===== src/hdl/timer_watchdog_pkg.sv =====
// Purpose: shared constants of the timer and watchdog unit
// Assumes: 32-bit AHB-Lite register bus, one word per register
// Notes: offsets are byte addresses within the unit's window
package timer_watchdog_pkg;
    ////////////////////////////////////////////////////////////////////////
    // register byte offsets
    localparam logic [7:0] OFS_CONFIG = 8'h00;
    localparam logic [7:0] OFS_PRESCALE = 8'h04;
    localparam logic [7:0] OFS_PRESET = 8'h08;
    localparam logic [7:0] OFS_T0CTRL = 8'h0c;
    localparam logic [7:0] OFS_RELOAD = 8'h10;
    localparam logic [7:0] OFS_MATCH = 8'h14;
    ////////////////////////////////////////////////////////////////////////
    // watchdog config field positions
    localparam int CFG_LOCK_CFG = 0;
    localparam int CFG_LOCK_PRESCALE = 1;
    localparam int CFG_LOCK_TIMER0 = 2;
    localparam int CFG_LOCK_RELOAD = 3;
    localparam int CFG_WD_CLK_SEL = 4;
    localparam int CFG_MATCH_EN = 5;
    ////////////////////////////////////////////////////////////////////////
    // timer0 control/status field positions
    localparam int CS_RESTART = 0;
    localparam int CS_TC = 1;
    localparam int CS_IRQ_EN = 2;
    localparam int CS_PENDING = 3;
    localparam int CS_FREEZE_EN = 4;
    ////////////////////////////////////////////////////////////////////////
    // values after reset and fixed codes
    localparam logic [5:0] CONFIG_RESET = 6'h00;
    localparam logic [2:0] PRESCALE_RESET = 3'h0;
    localparam logic [15:0] PRESET_RESET = 16'hffff;
    localparam logic [7:0] RELOAD_RESET = 8'h0f;
    localparam logic [7:0] SERVICE_KEY = 8'h5c;
    localparam logic [2:0] DIV_SEL_MAX = 3'h5;
    localparam int DIV_BITS = 5;
    ////////////////////////////////////////////////////////////////////////
    // bus encodings
    localparam logic [1:0] HTRANS_NONSEQ = 2'h2;
    localparam logic HRESP_OKAY = 1'h0;
endpackage : timer_watchdog_pkg


===== src/hdl/slow_prescaler.sv =====
// Purpose: divides the slow tick by a power of two into the prescaled tick
// Assumes: slow_tick_i is a one-cycle pulse synchronous to clock_i
// Notes: reserved select codes fall back to the largest divisor
`timescale 1ns/1ps
module slow_prescaler #(
    parameter int CW = timer_watchdog_pkg::DIV_BITS
) (
    // clock and reset
    input wire logic clock_i,
    input wire logic reset_n_i,
    input wire logic clk_en_i,
    // tick in, divider select, tick out
    input wire logic slow_tick_i,
    input wire logic [2:0] div_sel_i,
    output logic tick_o
);
    logic [CW-1:0] cnt_r;
    logic [CW-1:0] mask;
    logic [2:0] sel_eff;

    // clamp reserved codes so the tick never stops
    assign sel_eff = (div_sel_i > timer_watchdog_pkg::DIV_SEL_MAX) ?
        timer_watchdog_pkg::DIV_SEL_MAX : div_sel_i;

    // low sel_eff bits of the ripple count must all be one
    for (genvar i = 0; i < CW; i++) begin : g_mask
        assign mask[i] = (i < int'(sel_eff));
    end

    // free running count of slow ticks
    always_ff @(posedge clock_i or negedge reset_n_i) begin
        if (!reset_n_i) begin
            cnt_r <= '0;
        end else if (clk_en_i && slow_tick_i) begin
            cnt_r <= cnt_r + 1'b1;
        end
    end

    assign tick_o = slow_tick_i && ((cnt_r & mask) == mask);
endmodule : slow_prescaler


===== src/hdl/reload_counter.sv =====
// Purpose: down counter that reloads on underflow or on a forced load
// Assumes: tick_i and force_i are synchronous strobes
// Notes: wrap_o marks a tick taken at zero with no forced load
`timescale 1ns/1ps
module reload_counter #(
    parameter int W = 16,
    parameter logic [W-1:0] INIT = '1
) (
    // clock and reset
    input wire logic clock_i,
    input wire logic reset_n_i,
    input wire logic clk_en_i,
    // count control
    input wire logic tick_i,
    input wire logic force_i,
    input wire logic [W-1:0] value_i,
    // count state
    output logic [W-1:0] count_o,
    output logic wrap_o
);
    logic [W-1:0] count_r;

    // a forced load waits for the next tick, like a clocked restart
    always_ff @(posedge clock_i or negedge reset_n_i) begin
        if (!reset_n_i) begin
            count_r <= INIT;
        end else if (clk_en_i && tick_i) begin
            if (force_i || count_r == '0) begin
                count_r <= value_i;
            end else begin
                count_r <= count_r - 1'b1;
            end
        end
    end

    assign count_o = count_r;
    assign wrap_o = tick_i && !force_i && (count_r == '0);
endmodule : reload_counter


===== src/hdl/timer_watchdog_unit.sv =====
// Purpose: prescaler, reloading timer0 and watchdog behind an AHB-Lite slave
// Assumes: slow_tick_i pulses once per slow clock period, synchronous
// Notes: zero wait states; hreadyout follows the clock enable
// Behaviour
// - divider select codes 0..5 divide the slow clock by 1 to 32
// - reset clears the prescale register, giving the undivided rate
// - timer0 preset holds all ones after reset
// - timer0 counts prescaled ticks down, reloads preset on underflow
// - restart bit reloads timer0 on next tick, then clears itself
// - terminal count flag set at zero, cleared by status read
// - status read during debug freeze keeps the terminal count flag
// - interrupt enable gates a request on each timer0 underflow
// - pending bit shows a service write not yet taken by watchdog
// - freeze stops watchdog always, timer0 only with freeze enable
// - reload count write starts watchdog and restarts from value
// - reload count holds fifteen after reset
// - key byte to match register reloads watchdog when enabled
// - non-key byte to match register raises watchdog error
// - two match writes in one watchdog clock raise an error
// - match writes are ignored while match servicing is off
// - watchdog clock is prescaled tick or timer0 underflow
// - no service within reload count plus one watchdog clocks raises an error
// - any watchdog error resets the whole device
// - lock bits stick until reset; locked registers ignore access
// - only the match register is reachable in power save
`timescale 1ns/1ps
module timer_watchdog_unit (
    // clock, reset, enable
    input wire logic clock_i,
    input wire logic reset_n_i,
    input wire logic clk_en_i,
    // ahb-lite slave
    input wire logic hsel_i,
    input wire logic [31:0] haddr_i,
    input wire logic [1:0] htrans_i,
    input wire logic hwrite_i,
    input wire logic [2:0] hsize_i,
    input wire logic [31:0] hwdata_i,
    input wire logic hready_i,
    output logic [31:0] hrdata_o,
    output logic hreadyout_o,
    output logic hresp_o,
    // device side
    input wire logic slow_tick_i,
    input wire logic freeze_i,
    input wire logic power_save_i,
    output logic timer0_irq_o,
    output logic watchdog_reset_o
);
    ////////////////////////////////////////////////////////////////////////
    // state
    logic [5:0] watchdog_config_reg_r;
    logic [2:0] slow_clock_divider_select_r;
    logic [15:0] timer0_preset_reg_r;
    logic restart_r;
    logic terminal_count_flag_r;
    logic timer0_interrupt_enable_r;
    logic timer0_freeze_enable_r;
    logic [7:0] watchdog_reload_count_reg_r;
    logic service_transfer_pending_r;
    logic wd_running_r;
    logic match_seen_r;
    logic irq_r;
    logic wd_reset_r;
    logic wr_pend_r;
    logic [7:0] wr_addr_r;
    logic [31:0] rdata_r;
    logic [31:0] rdata_nxt;

    // combinational nets
    logic addr_ok;
    logic rd_take;
    logic wr_take;
    logic [7:0] a_ofs;
    logic wr_v;
    logic prescaled_slow_tick;
    logic timer0_underflow_tick;
    logic t0_tick;
    logic [15:0] t0_count;
    logic wd_clk;
    logic wd_tick;
    logic [7:0] wd_count;
    logic wd_wrap;
    logic match_wr;
    logic key_ok;
    logic bad_key;
    logic double_wr;
    logic wd_error;
    logic tc_clear;
    logic lk_cfg;
    logic lk_pre;
    logic lk_t0;
    logic lk_rld;

    ////////////////////////////////////////////////////////////////////////
    // bus phase tracking
    assign a_ofs = haddr_i[7:0];
    assign addr_ok = hsel_i && htrans_i == timer_watchdog_pkg::HTRANS_NONSEQ
        && hready_i && clk_en_i;
    assign rd_take = addr_ok && !hwrite_i;
    assign wr_take = addr_ok && hwrite_i;
    assign wr_v = wr_pend_r && clk_en_i;
    assign hreadyout_o = clk_en_i; // the bus stalls while the clock enable is low
    assign hresp_o = timer_watchdog_pkg::HRESP_OKAY;
    assign hrdata_o = rdata_r;

    // lock views
    assign lk_cfg = watchdog_config_reg_r[timer_watchdog_pkg::CFG_LOCK_CFG];
    assign lk_pre = watchdog_config_reg_r[timer_watchdog_pkg::CFG_LOCK_PRESCALE];
    assign lk_t0 = watchdog_config_reg_r[timer_watchdog_pkg::CFG_LOCK_TIMER0];
    assign lk_rld = watchdog_config_reg_r[timer_watchdog_pkg::CFG_LOCK_RELOAD];

    // address phase latch; writes land one cycle later with hwdata
    always_ff @(posedge clock_i or negedge reset_n_i) begin
        if (!reset_n_i) begin
            wr_pend_r <= 1'b0;
            wr_addr_r <= 8'h00;
        end else if (clk_en_i) begin
            wr_pend_r <= wr_take;
            wr_addr_r <= a_ofs;
        end
    end

    // read mux; locked, write-only, unmapped and power-save reads give zero
    always_comb begin
        rdata_nxt = 32'h0000_0000;
        if (!power_save_i) begin
            unique case (a_ofs)
                timer_watchdog_pkg::OFS_CONFIG:
                    if (!lk_cfg) rdata_nxt[5:0] = watchdog_config_reg_r;
                timer_watchdog_pkg::OFS_PRESCALE:
                    if (!lk_pre) rdata_nxt[2:0] = slow_clock_divider_select_r;
                timer_watchdog_pkg::OFS_PRESET:
                    if (!lk_t0) rdata_nxt[15:0] = timer0_preset_reg_r;
                timer_watchdog_pkg::OFS_T0CTRL:
                    if (!lk_t0) rdata_nxt[4:0] = {timer0_freeze_enable_r,
                        service_transfer_pending_r, timer0_interrupt_enable_r,
                        terminal_count_flag_r, restart_r};
                default: rdata_nxt = 32'h0000_0000;
            endcase
        end
    end

    // read data stands in the data phase
    always_ff @(posedge clock_i or negedge reset_n_i) begin
        if (!reset_n_i) begin
            rdata_r <= 32'h0000_0000;
        end else if (rd_take) begin
            rdata_r <= rdata_nxt;
        end
    end

    ////////////////////////////////////////////////////////////////////////
    // configuration and prescale registers
    always_ff @(posedge clock_i or negedge reset_n_i) begin
        if (!reset_n_i) begin
            watchdog_config_reg_r <= timer_watchdog_pkg::CONFIG_RESET;
        end else if (wr_v && wr_addr_r == timer_watchdog_pkg::OFS_CONFIG
                && !lk_cfg && !power_save_i) begin
            // lock bits only ever gain ones
            watchdog_config_reg_r <= {hwdata_i[5:4],
                watchdog_config_reg_r[3:0] | hwdata_i[3:0]};
        end
    end

    always_ff @(posedge clock_i or negedge reset_n_i) begin
        if (!reset_n_i) begin
            slow_clock_divider_select_r <= timer_watchdog_pkg::PRESCALE_RESET;
        end else if (wr_v && wr_addr_r == timer_watchdog_pkg::OFS_PRESCALE
                && !lk_pre && !power_save_i) begin
            slow_clock_divider_select_r <= hwdata_i[2:0];
        end
    end

    slow_prescaler #(
        .CW(timer_watchdog_pkg::DIV_BITS)
    ) u_prescaler (
        .clock_i(clock_i),
        .reset_n_i(reset_n_i),
        .clk_en_i(clk_en_i),
        .slow_tick_i(slow_tick_i),
        .div_sel_i(slow_clock_divider_select_r),
        .tick_o(prescaled_slow_tick)
    );

    ////////////////////////////////////////////////////////////////////////
    // timer0 preset and control
    always_ff @(posedge clock_i or negedge reset_n_i) begin
        if (!reset_n_i) begin
            timer0_preset_reg_r <= timer_watchdog_pkg::PRESET_RESET;
        end else if (wr_v && wr_addr_r == timer_watchdog_pkg::OFS_PRESET
                && !lk_t0 && !power_save_i) begin
            timer0_preset_reg_r <= hwdata_i[15:0];
        end
    end

    // timer0 stops under freeze only when its freeze enable is set
    assign t0_tick = prescaled_slow_tick && !(freeze_i && timer0_freeze_enable_r);

    always_ff @(posedge clock_i or negedge reset_n_i) begin
        if (!reset_n_i) begin
            restart_r <= 1'b0;
            timer0_interrupt_enable_r <= 1'b0;
            timer0_freeze_enable_r <= 1'b0;
        end else if (clk_en_i) begin
            if (wr_v && wr_addr_r == timer_watchdog_pkg::OFS_T0CTRL
                    && !lk_t0 && !power_save_i) begin
                // a written one wins over the self clear of the same cycle
                if (hwdata_i[timer_watchdog_pkg::CS_RESTART]) begin
                    restart_r <= 1'b1;
                end else if (t0_tick) begin
                    restart_r <= 1'b0;
                end
                timer0_interrupt_enable_r <= hwdata_i[timer_watchdog_pkg::CS_IRQ_EN];
                timer0_freeze_enable_r <= hwdata_i[timer_watchdog_pkg::CS_FREEZE_EN];
            end else if (t0_tick) begin
                restart_r <= 1'b0;
            end
        end
    end

    reload_counter #(
        .W(16),
        .INIT(timer_watchdog_pkg::PRESET_RESET)
    ) u_timer0 (
        .clock_i(clock_i),
        .reset_n_i(reset_n_i),
        .clk_en_i(clk_en_i),
        .tick_i(t0_tick),
        .force_i(restart_r),
        .value_i(timer0_preset_reg_r),
        .count_o(t0_count),
        .wrap_o(timer0_underflow_tick)
    );

    // terminal count flag; a set in the clearing cycle wins
    assign tc_clear = rd_take && a_ofs == timer_watchdog_pkg::OFS_T0CTRL
        && !lk_t0 && !power_save_i && !freeze_i;

    always_ff @(posedge clock_i or negedge reset_n_i) begin
        if (!reset_n_i) begin
            terminal_count_flag_r <= 1'b0;
        end else if (clk_en_i) begin
            if (timer0_underflow_tick) begin
                terminal_count_flag_r <= 1'b1;
            end else if (tc_clear) begin
                terminal_count_flag_r <= 1'b0;
            end
        end
    end

    // one-cycle interrupt request per underflow
    always_ff @(posedge clock_i or negedge reset_n_i) begin
        if (!reset_n_i) begin
            irq_r <= 1'b0;
        end else if (clk_en_i) begin
            irq_r <= timer0_underflow_tick && timer0_interrupt_enable_r;
        end
    end
    assign timer0_irq_o = irq_r;

    ////////////////////////////////////////////////////////////////////////
    // watchdog
    assign wd_clk = watchdog_config_reg_r[timer_watchdog_pkg::CFG_WD_CLK_SEL] ?
        prescaled_slow_tick : timer0_underflow_tick;
    assign wd_tick = wd_clk && wd_running_r && !freeze_i;

    assign match_wr = wr_v && wr_addr_r == timer_watchdog_pkg::OFS_MATCH
        && watchdog_config_reg_r[timer_watchdog_pkg::CFG_MATCH_EN];
    assign key_ok = hwdata_i[7:0] == timer_watchdog_pkg::SERVICE_KEY;
    assign bad_key = match_wr && !key_ok;
    assign double_wr = match_wr && match_seen_r;

    // reload count register; first write arms the watchdog
    always_ff @(posedge clock_i or negedge reset_n_i) begin
        if (!reset_n_i) begin
            watchdog_reload_count_reg_r <= timer_watchdog_pkg::RELOAD_RESET;
            wd_running_r <= 1'b0;
        end else if (wr_v && wr_addr_r == timer_watchdog_pkg::OFS_RELOAD
                && !lk_rld && !power_save_i) begin
            watchdog_reload_count_reg_r <= hwdata_i[7:0];
            wd_running_r <= 1'b1;
        end
    end

    // service transfer: taken by the counter at the next watchdog clock
    always_ff @(posedge clock_i or negedge reset_n_i) begin
        if (!reset_n_i) begin
            service_transfer_pending_r <= 1'b0;
        end else if (clk_en_i) begin
            if ((wr_v && wr_addr_r == timer_watchdog_pkg::OFS_RELOAD && !lk_rld
                    && !power_save_i) || (match_wr && key_ok)) begin
                service_transfer_pending_r <= 1'b1;
            end else if (wd_tick) begin
                service_transfer_pending_r <= 1'b0;
            end
        end
    end

    // match writes seen in the current watchdog clock period
    always_ff @(posedge clock_i or negedge reset_n_i) begin
        if (!reset_n_i) begin
            match_seen_r <= 1'b0;
        end else if (clk_en_i) begin
            if (match_wr) begin
                match_seen_r <= 1'b1;
            end else if (wd_clk) begin
                match_seen_r <= 1'b0;
            end
        end
    end

    reload_counter #(
        .W(8),
        .INIT(timer_watchdog_pkg::RELOAD_RESET)
    ) u_watchdog (
        .clock_i(clock_i),
        .reset_n_i(reset_n_i),
        .clk_en_i(clk_en_i),
        .tick_i(wd_tick),
        .force_i(service_transfer_pending_r),
        .value_i(watchdog_reload_count_reg_r),
        .count_o(wd_count),
        .wrap_o(wd_wrap)
    );

    assign wd_error = wd_wrap || bad_key || double_wr;

    // error reset holds until the device reset removes it
    always_ff @(posedge clock_i or negedge reset_n_i) begin
        if (!reset_n_i) begin
            wd_reset_r <= 1'b0;
        end else if (clk_en_i && wd_error) begin
            wd_reset_r <= 1'b1;
        end
    end
    assign watchdog_reset_o = wd_reset_r;
endmodule : timer_watchdog_unit


===== config.mk =====
export PLATFORM = sky130hd
export DESIGN_NAME = timer_watchdog_unit
export DESIGN_NICKNAME = d
export VERILOG_FILES = /design/src/hdl/timer_watchdog_pkg.sv /design/src/hdl/slow_prescaler.sv /design/src/hdl/reload_counter.sv /design/src/hdl/timer_watchdog_unit.sv
export SDC_FILE = /design/constraint.sdc
export NUM_CORES = 1
export LEC_CHECK = 0
export BUFFER_PORTS_ARGS = -buffer_cell sky130_fd_sc_hd__clkbuf_2
export CORE_MARGIN = 5
export CORE_UTILIZATION = 28
export CTS_CLUSTER_SIZE = 20
export DETAILED_ROUTE_END_ITERATION = 10
export HOLD_SLACK_MARGIN = 0.1
export PLACE_DENSITY = 0.47
export REMOVE_ABC_BUFFERS = 1
export SETUP_SLACK_MARGIN = 0.02
export SYNTH_ARGS = -nofsm -noshare
export SYNTH_HDL_FRONTEND = slang
export SYNTH_HIERARCHICAL = 1
export SYNTH_SLANG_ARGS = --single-unit

===== constraint.sdc =====
create_clock -name clock_i -period 2.5 [get_ports clock_i]
set_input_delay 0.125 -clock clock_i [delete_from_list [all_inputs] [get_ports clock_i]]
set_output_delay 0.125 -clock clock_i [all_outputs]
set_load 0.05 [all_outputs]

==> flow_summary.toml <==
[logic_synthesis]
synth_edf_count = 0
syn_area_per_cell_sq_um = 10.8
postSynthCellCount = 471
synth_area_sq_mm = 0.00508
yosysSeqAreaShare_pct = 48.3
synth_flop_cell = "dfrtp_1"
synth_seq_cells = 96
synth.distinct_cells = 71
synthArstFlopShare_pct = 100
yosysWarnings = 6

[status]
status = "completed"

[floorplan]
fp.dieW_um = 145
die_y_um = 145
die-area_sq_mm = 0.0209
start_util_pct = 28.4
core_sq_mm = 0.0179
boundaryPins = 114
fp-row-count = 49

[sta]
rsz0062_at_grt = "yes"
slew_violations = 0
finalSetupViolCount = 0
relSlewSlack_pct = 57.7
tightest_slew_ns = 0.629
fmaxAchievable_ghz = 0.413
period_needed_ns = 2.42
clock_skew_ns = 0.0101
post-route-period-util_pct = 96.8
hold_violations = 0

[cells_and_area]
antenna_cells = 0
fin_area_sq_mm = 0.00648
fin_nets = 663
final_cell_mix = "56 x dfrtp_1, 52 x clkbuf_2, 45 x buf_4, 43 x o21ai_0, 40 x dfstp_2"
fillCellCount = 1800
drive_above_1_share_pct = 41.0
area_growth_pct = 27.4
final_core_util_pct = 36.2
final_common_cell = "dfrtp_1"

[place]
place.gp.congestion = 0.797
placed_cell_area_sq_mm = 0.00581
numPortBuffers = 53
place_hpwl_um = 10100

[clocking]
tritoncts.num_buffers = 9
htree_levels = 3
insertion_delay_ns = 0.35
clock_path_buffers = 2
cts_tree = "done"
clk_pin_slew_ns = 0.07
cts_root_buf = "clkbuf_16"
clock-sinks = 96

[detailed_routing]
via_per_inst = 4.96
drtPass1Iterations = 5
drt_iter0_drc = 341
wl_per_cell_um = 17.0
route.detailed.drc = 0
drtAntennaViolNets = 0
routed_wl_um = 13800
num_vias = 4040

[pwr]
ir_drop_v = 0.000369
power.leakage_nw = 2.82
p_per_area_mw_per_mm2 = 580

[flow_run]
drv_cap = 0

[critical_path]
cp_data_required_time_ns = 2.78
crit_family = "compound AO/OA/AOI/OAI gates"
startpoint_type = "register"
endpoint_kind = "register"
path_max_fanout = 8
crit_buf_inv = 2
slowest_delay_ns = 0.40
slowest_stage = "dfrtp_1"
worstPathArrival_ns = 2.69
path_cells = "nand2b_1 > o211ai_1 > a211oi_2 > a21boi_2 > buf_4 > and3_4 > and2_4 > mux2i_4 > nor3b_2 > nand2_1 > buf_6 > a21oi_2 > a2bb2oi_2"
crit_type = "reg -> reg"

[global_route]
antenna_found_initial = 0
grt.total_usage_pct = 13.8
grt_overflow = 0
grt_first_pass_wirelength_um = 22600
grt_max_degree = 45
first_global_vias = 4101

[worst_hold_path]
hold_path.class = "in -> reg"
## final timing paths
check                                                           startpoint                                    endpoint  slack [ns]  cells after the start
max in group asynchronous                                        reset_n_i             u_timer0/count_o[1]$_DFFE_PN1P_        1.46                      3
worst min register to register           u_watchdog/count_o[1]$_DFFE_PN1P_           u_watchdog/count_o[1]$_DFFE_PN1P_        0.48                      2
min in group asynchronous                                        reset_n_i  watchdog_reload_count_reg_r[5]$_DFFE_PN0P_        0.32                      2
worst max register to register  slow_clock_divider_select_r[2]$_DFFE_PN0P_           u_watchdog/count_o[5]$_DFFE_PN0P_        0.08                     13
worst max-delay path            slow_clock_divider_select_r[2]$_DFFE_PN0P_           u_watchdog/count_o[5]$_DFFE_PN0P_        0.08                     13
worst min-delay path                                           hwdata_i[1]        watchdog_config_reg_r[1]$_DFFE_PN0P_        0.11                      2
## stage by stage
stage | setup WS, ns | hold WS, ns | std cells | power, mW | TNS, ns
2_1_floorplan | -0.109 | -0.171 | 448 | 1.99 | -0.585
3_3_place_gp | -0.182 | 0.174 | 773 | 2.28 | -1.10
3_5_place_dp | -0.253 | 0.177 | 773 | 2.30 | -1.65
4_1_cts | 0.0229 | 0.101 | 813 | 3.81 | 0
5_1_grt | -0.0549 | 0.122 | 815 | 3.94 | -0.252
6_report | 0.0803 | 0.108 | 815 | 3.76 | 0
## metal layers
metal,GRT usage [%],share of wire (%),up-vias
li1,-,-,1935
met1,18.3,46,2020
met2,22.5,50,67
met3,2.14,2.8,18
met4,5.45,1.9,0
met5,0,0,-
## state kept, by name, summed over array words and instances, names as in the netlist, 3 cells and up
| name | cells |
|---|---|
| watchdog_config_reg_r | 6 |
| u_watchdog/count_o | 8 |
| wr_addr_r | 8 |
| slow_clock_divider_select_r | 3 |
| watchdog_reload_count_reg_r | 8 |
| hrdata_o | 16 |
| u_prescaler/cnt_r | 5 |
| timer0_preset_reg_r | 16 |
| u_timer0/count_o | 16 |
## kinds of logic after synthesis
family | after synthesis | synth area share, %
flops | 96 | 48.3
simple gates | 146 | 16.9
compound gates | 114 | 15.1
mux | 52 | 12.1
buf+inv | 54 | 5.93
fa+ha+maj | 4 | 0.985
xor+xnor | 4 | 0.689
other cells | 1 | 0.0738
## timing repair
item	4_1_cts	5_1_grt
buffers inserted	3	3
pin swaps	4	10
resized for setup	11	17
hold buffers	21	0
endpoints found under the setup margin	9	9
hold endpoints to repair	50	0
## final cells by class
cell class | count | area (sq um) | share of cell area, %
multi-input combinational | 337 | 2490 | 38.4
sequential | 96 | 2450 | 37.9
clock inverter | 5 | 62.6 | 0.966
clock buffer | 11 | 253 | 3.90
timing repair buffer | 122 | 880 | 13.6
inverter | 15 | 56.3 | 0.869
tap | 229 | 287 | 4.42
## synthesized netlist by cell type, types with 3 or more instances
library cell	n	share of area [%]
clkbuf_1	14	1.0
ha_1	4	0.98
and3_1	3	0.37
dfstp_2	40	21
o211ai_1	5	0.74
nand4_1	12	1.5
o41ai_1	3	0.52
mux2i_1	7	1.4
nor2_1	23	1.7
a21o_1	5	0.74
a21oi_2	3	0.52
nor4_2	3	0.74
a22oi_1	5	0.74
buf_4	18	2.7
nor3_1	10	0.98
o21ai_0	46	4.5
nand2_1	34	2.5
and2_1	3	0.37
mux2_2	35	7.8
nand3_1	15	1.5
dfrtp_1	56	28
nor4_1	5	0.62
buf_6	4	0.89
nand2b_1	5	0.62
a2bb2oi_1	6	1.0
o31ai_1	4	0.59
mux2_4	10	3.0
or3_1	3	0.37
nor3b_1	5	0.74
a21oi_1	13	1.3
or3b_2	3	0.52
inv_1	15	1.1
## power breakdown
group / leakage (nW) / switching (mW) / total (mW) / internal [mW]
Sequential: 1.17 / 0.0516 / 1.71 / 1.66
Combinational: 1.51 / 0.309 / 0.583 / 0.274
Clock: 0.148 / 0.629 / 1.47 / 0.836
Total: 2.82 / 0.990 / 3.76 / 2.77
(Power assumes the default switching activity.)
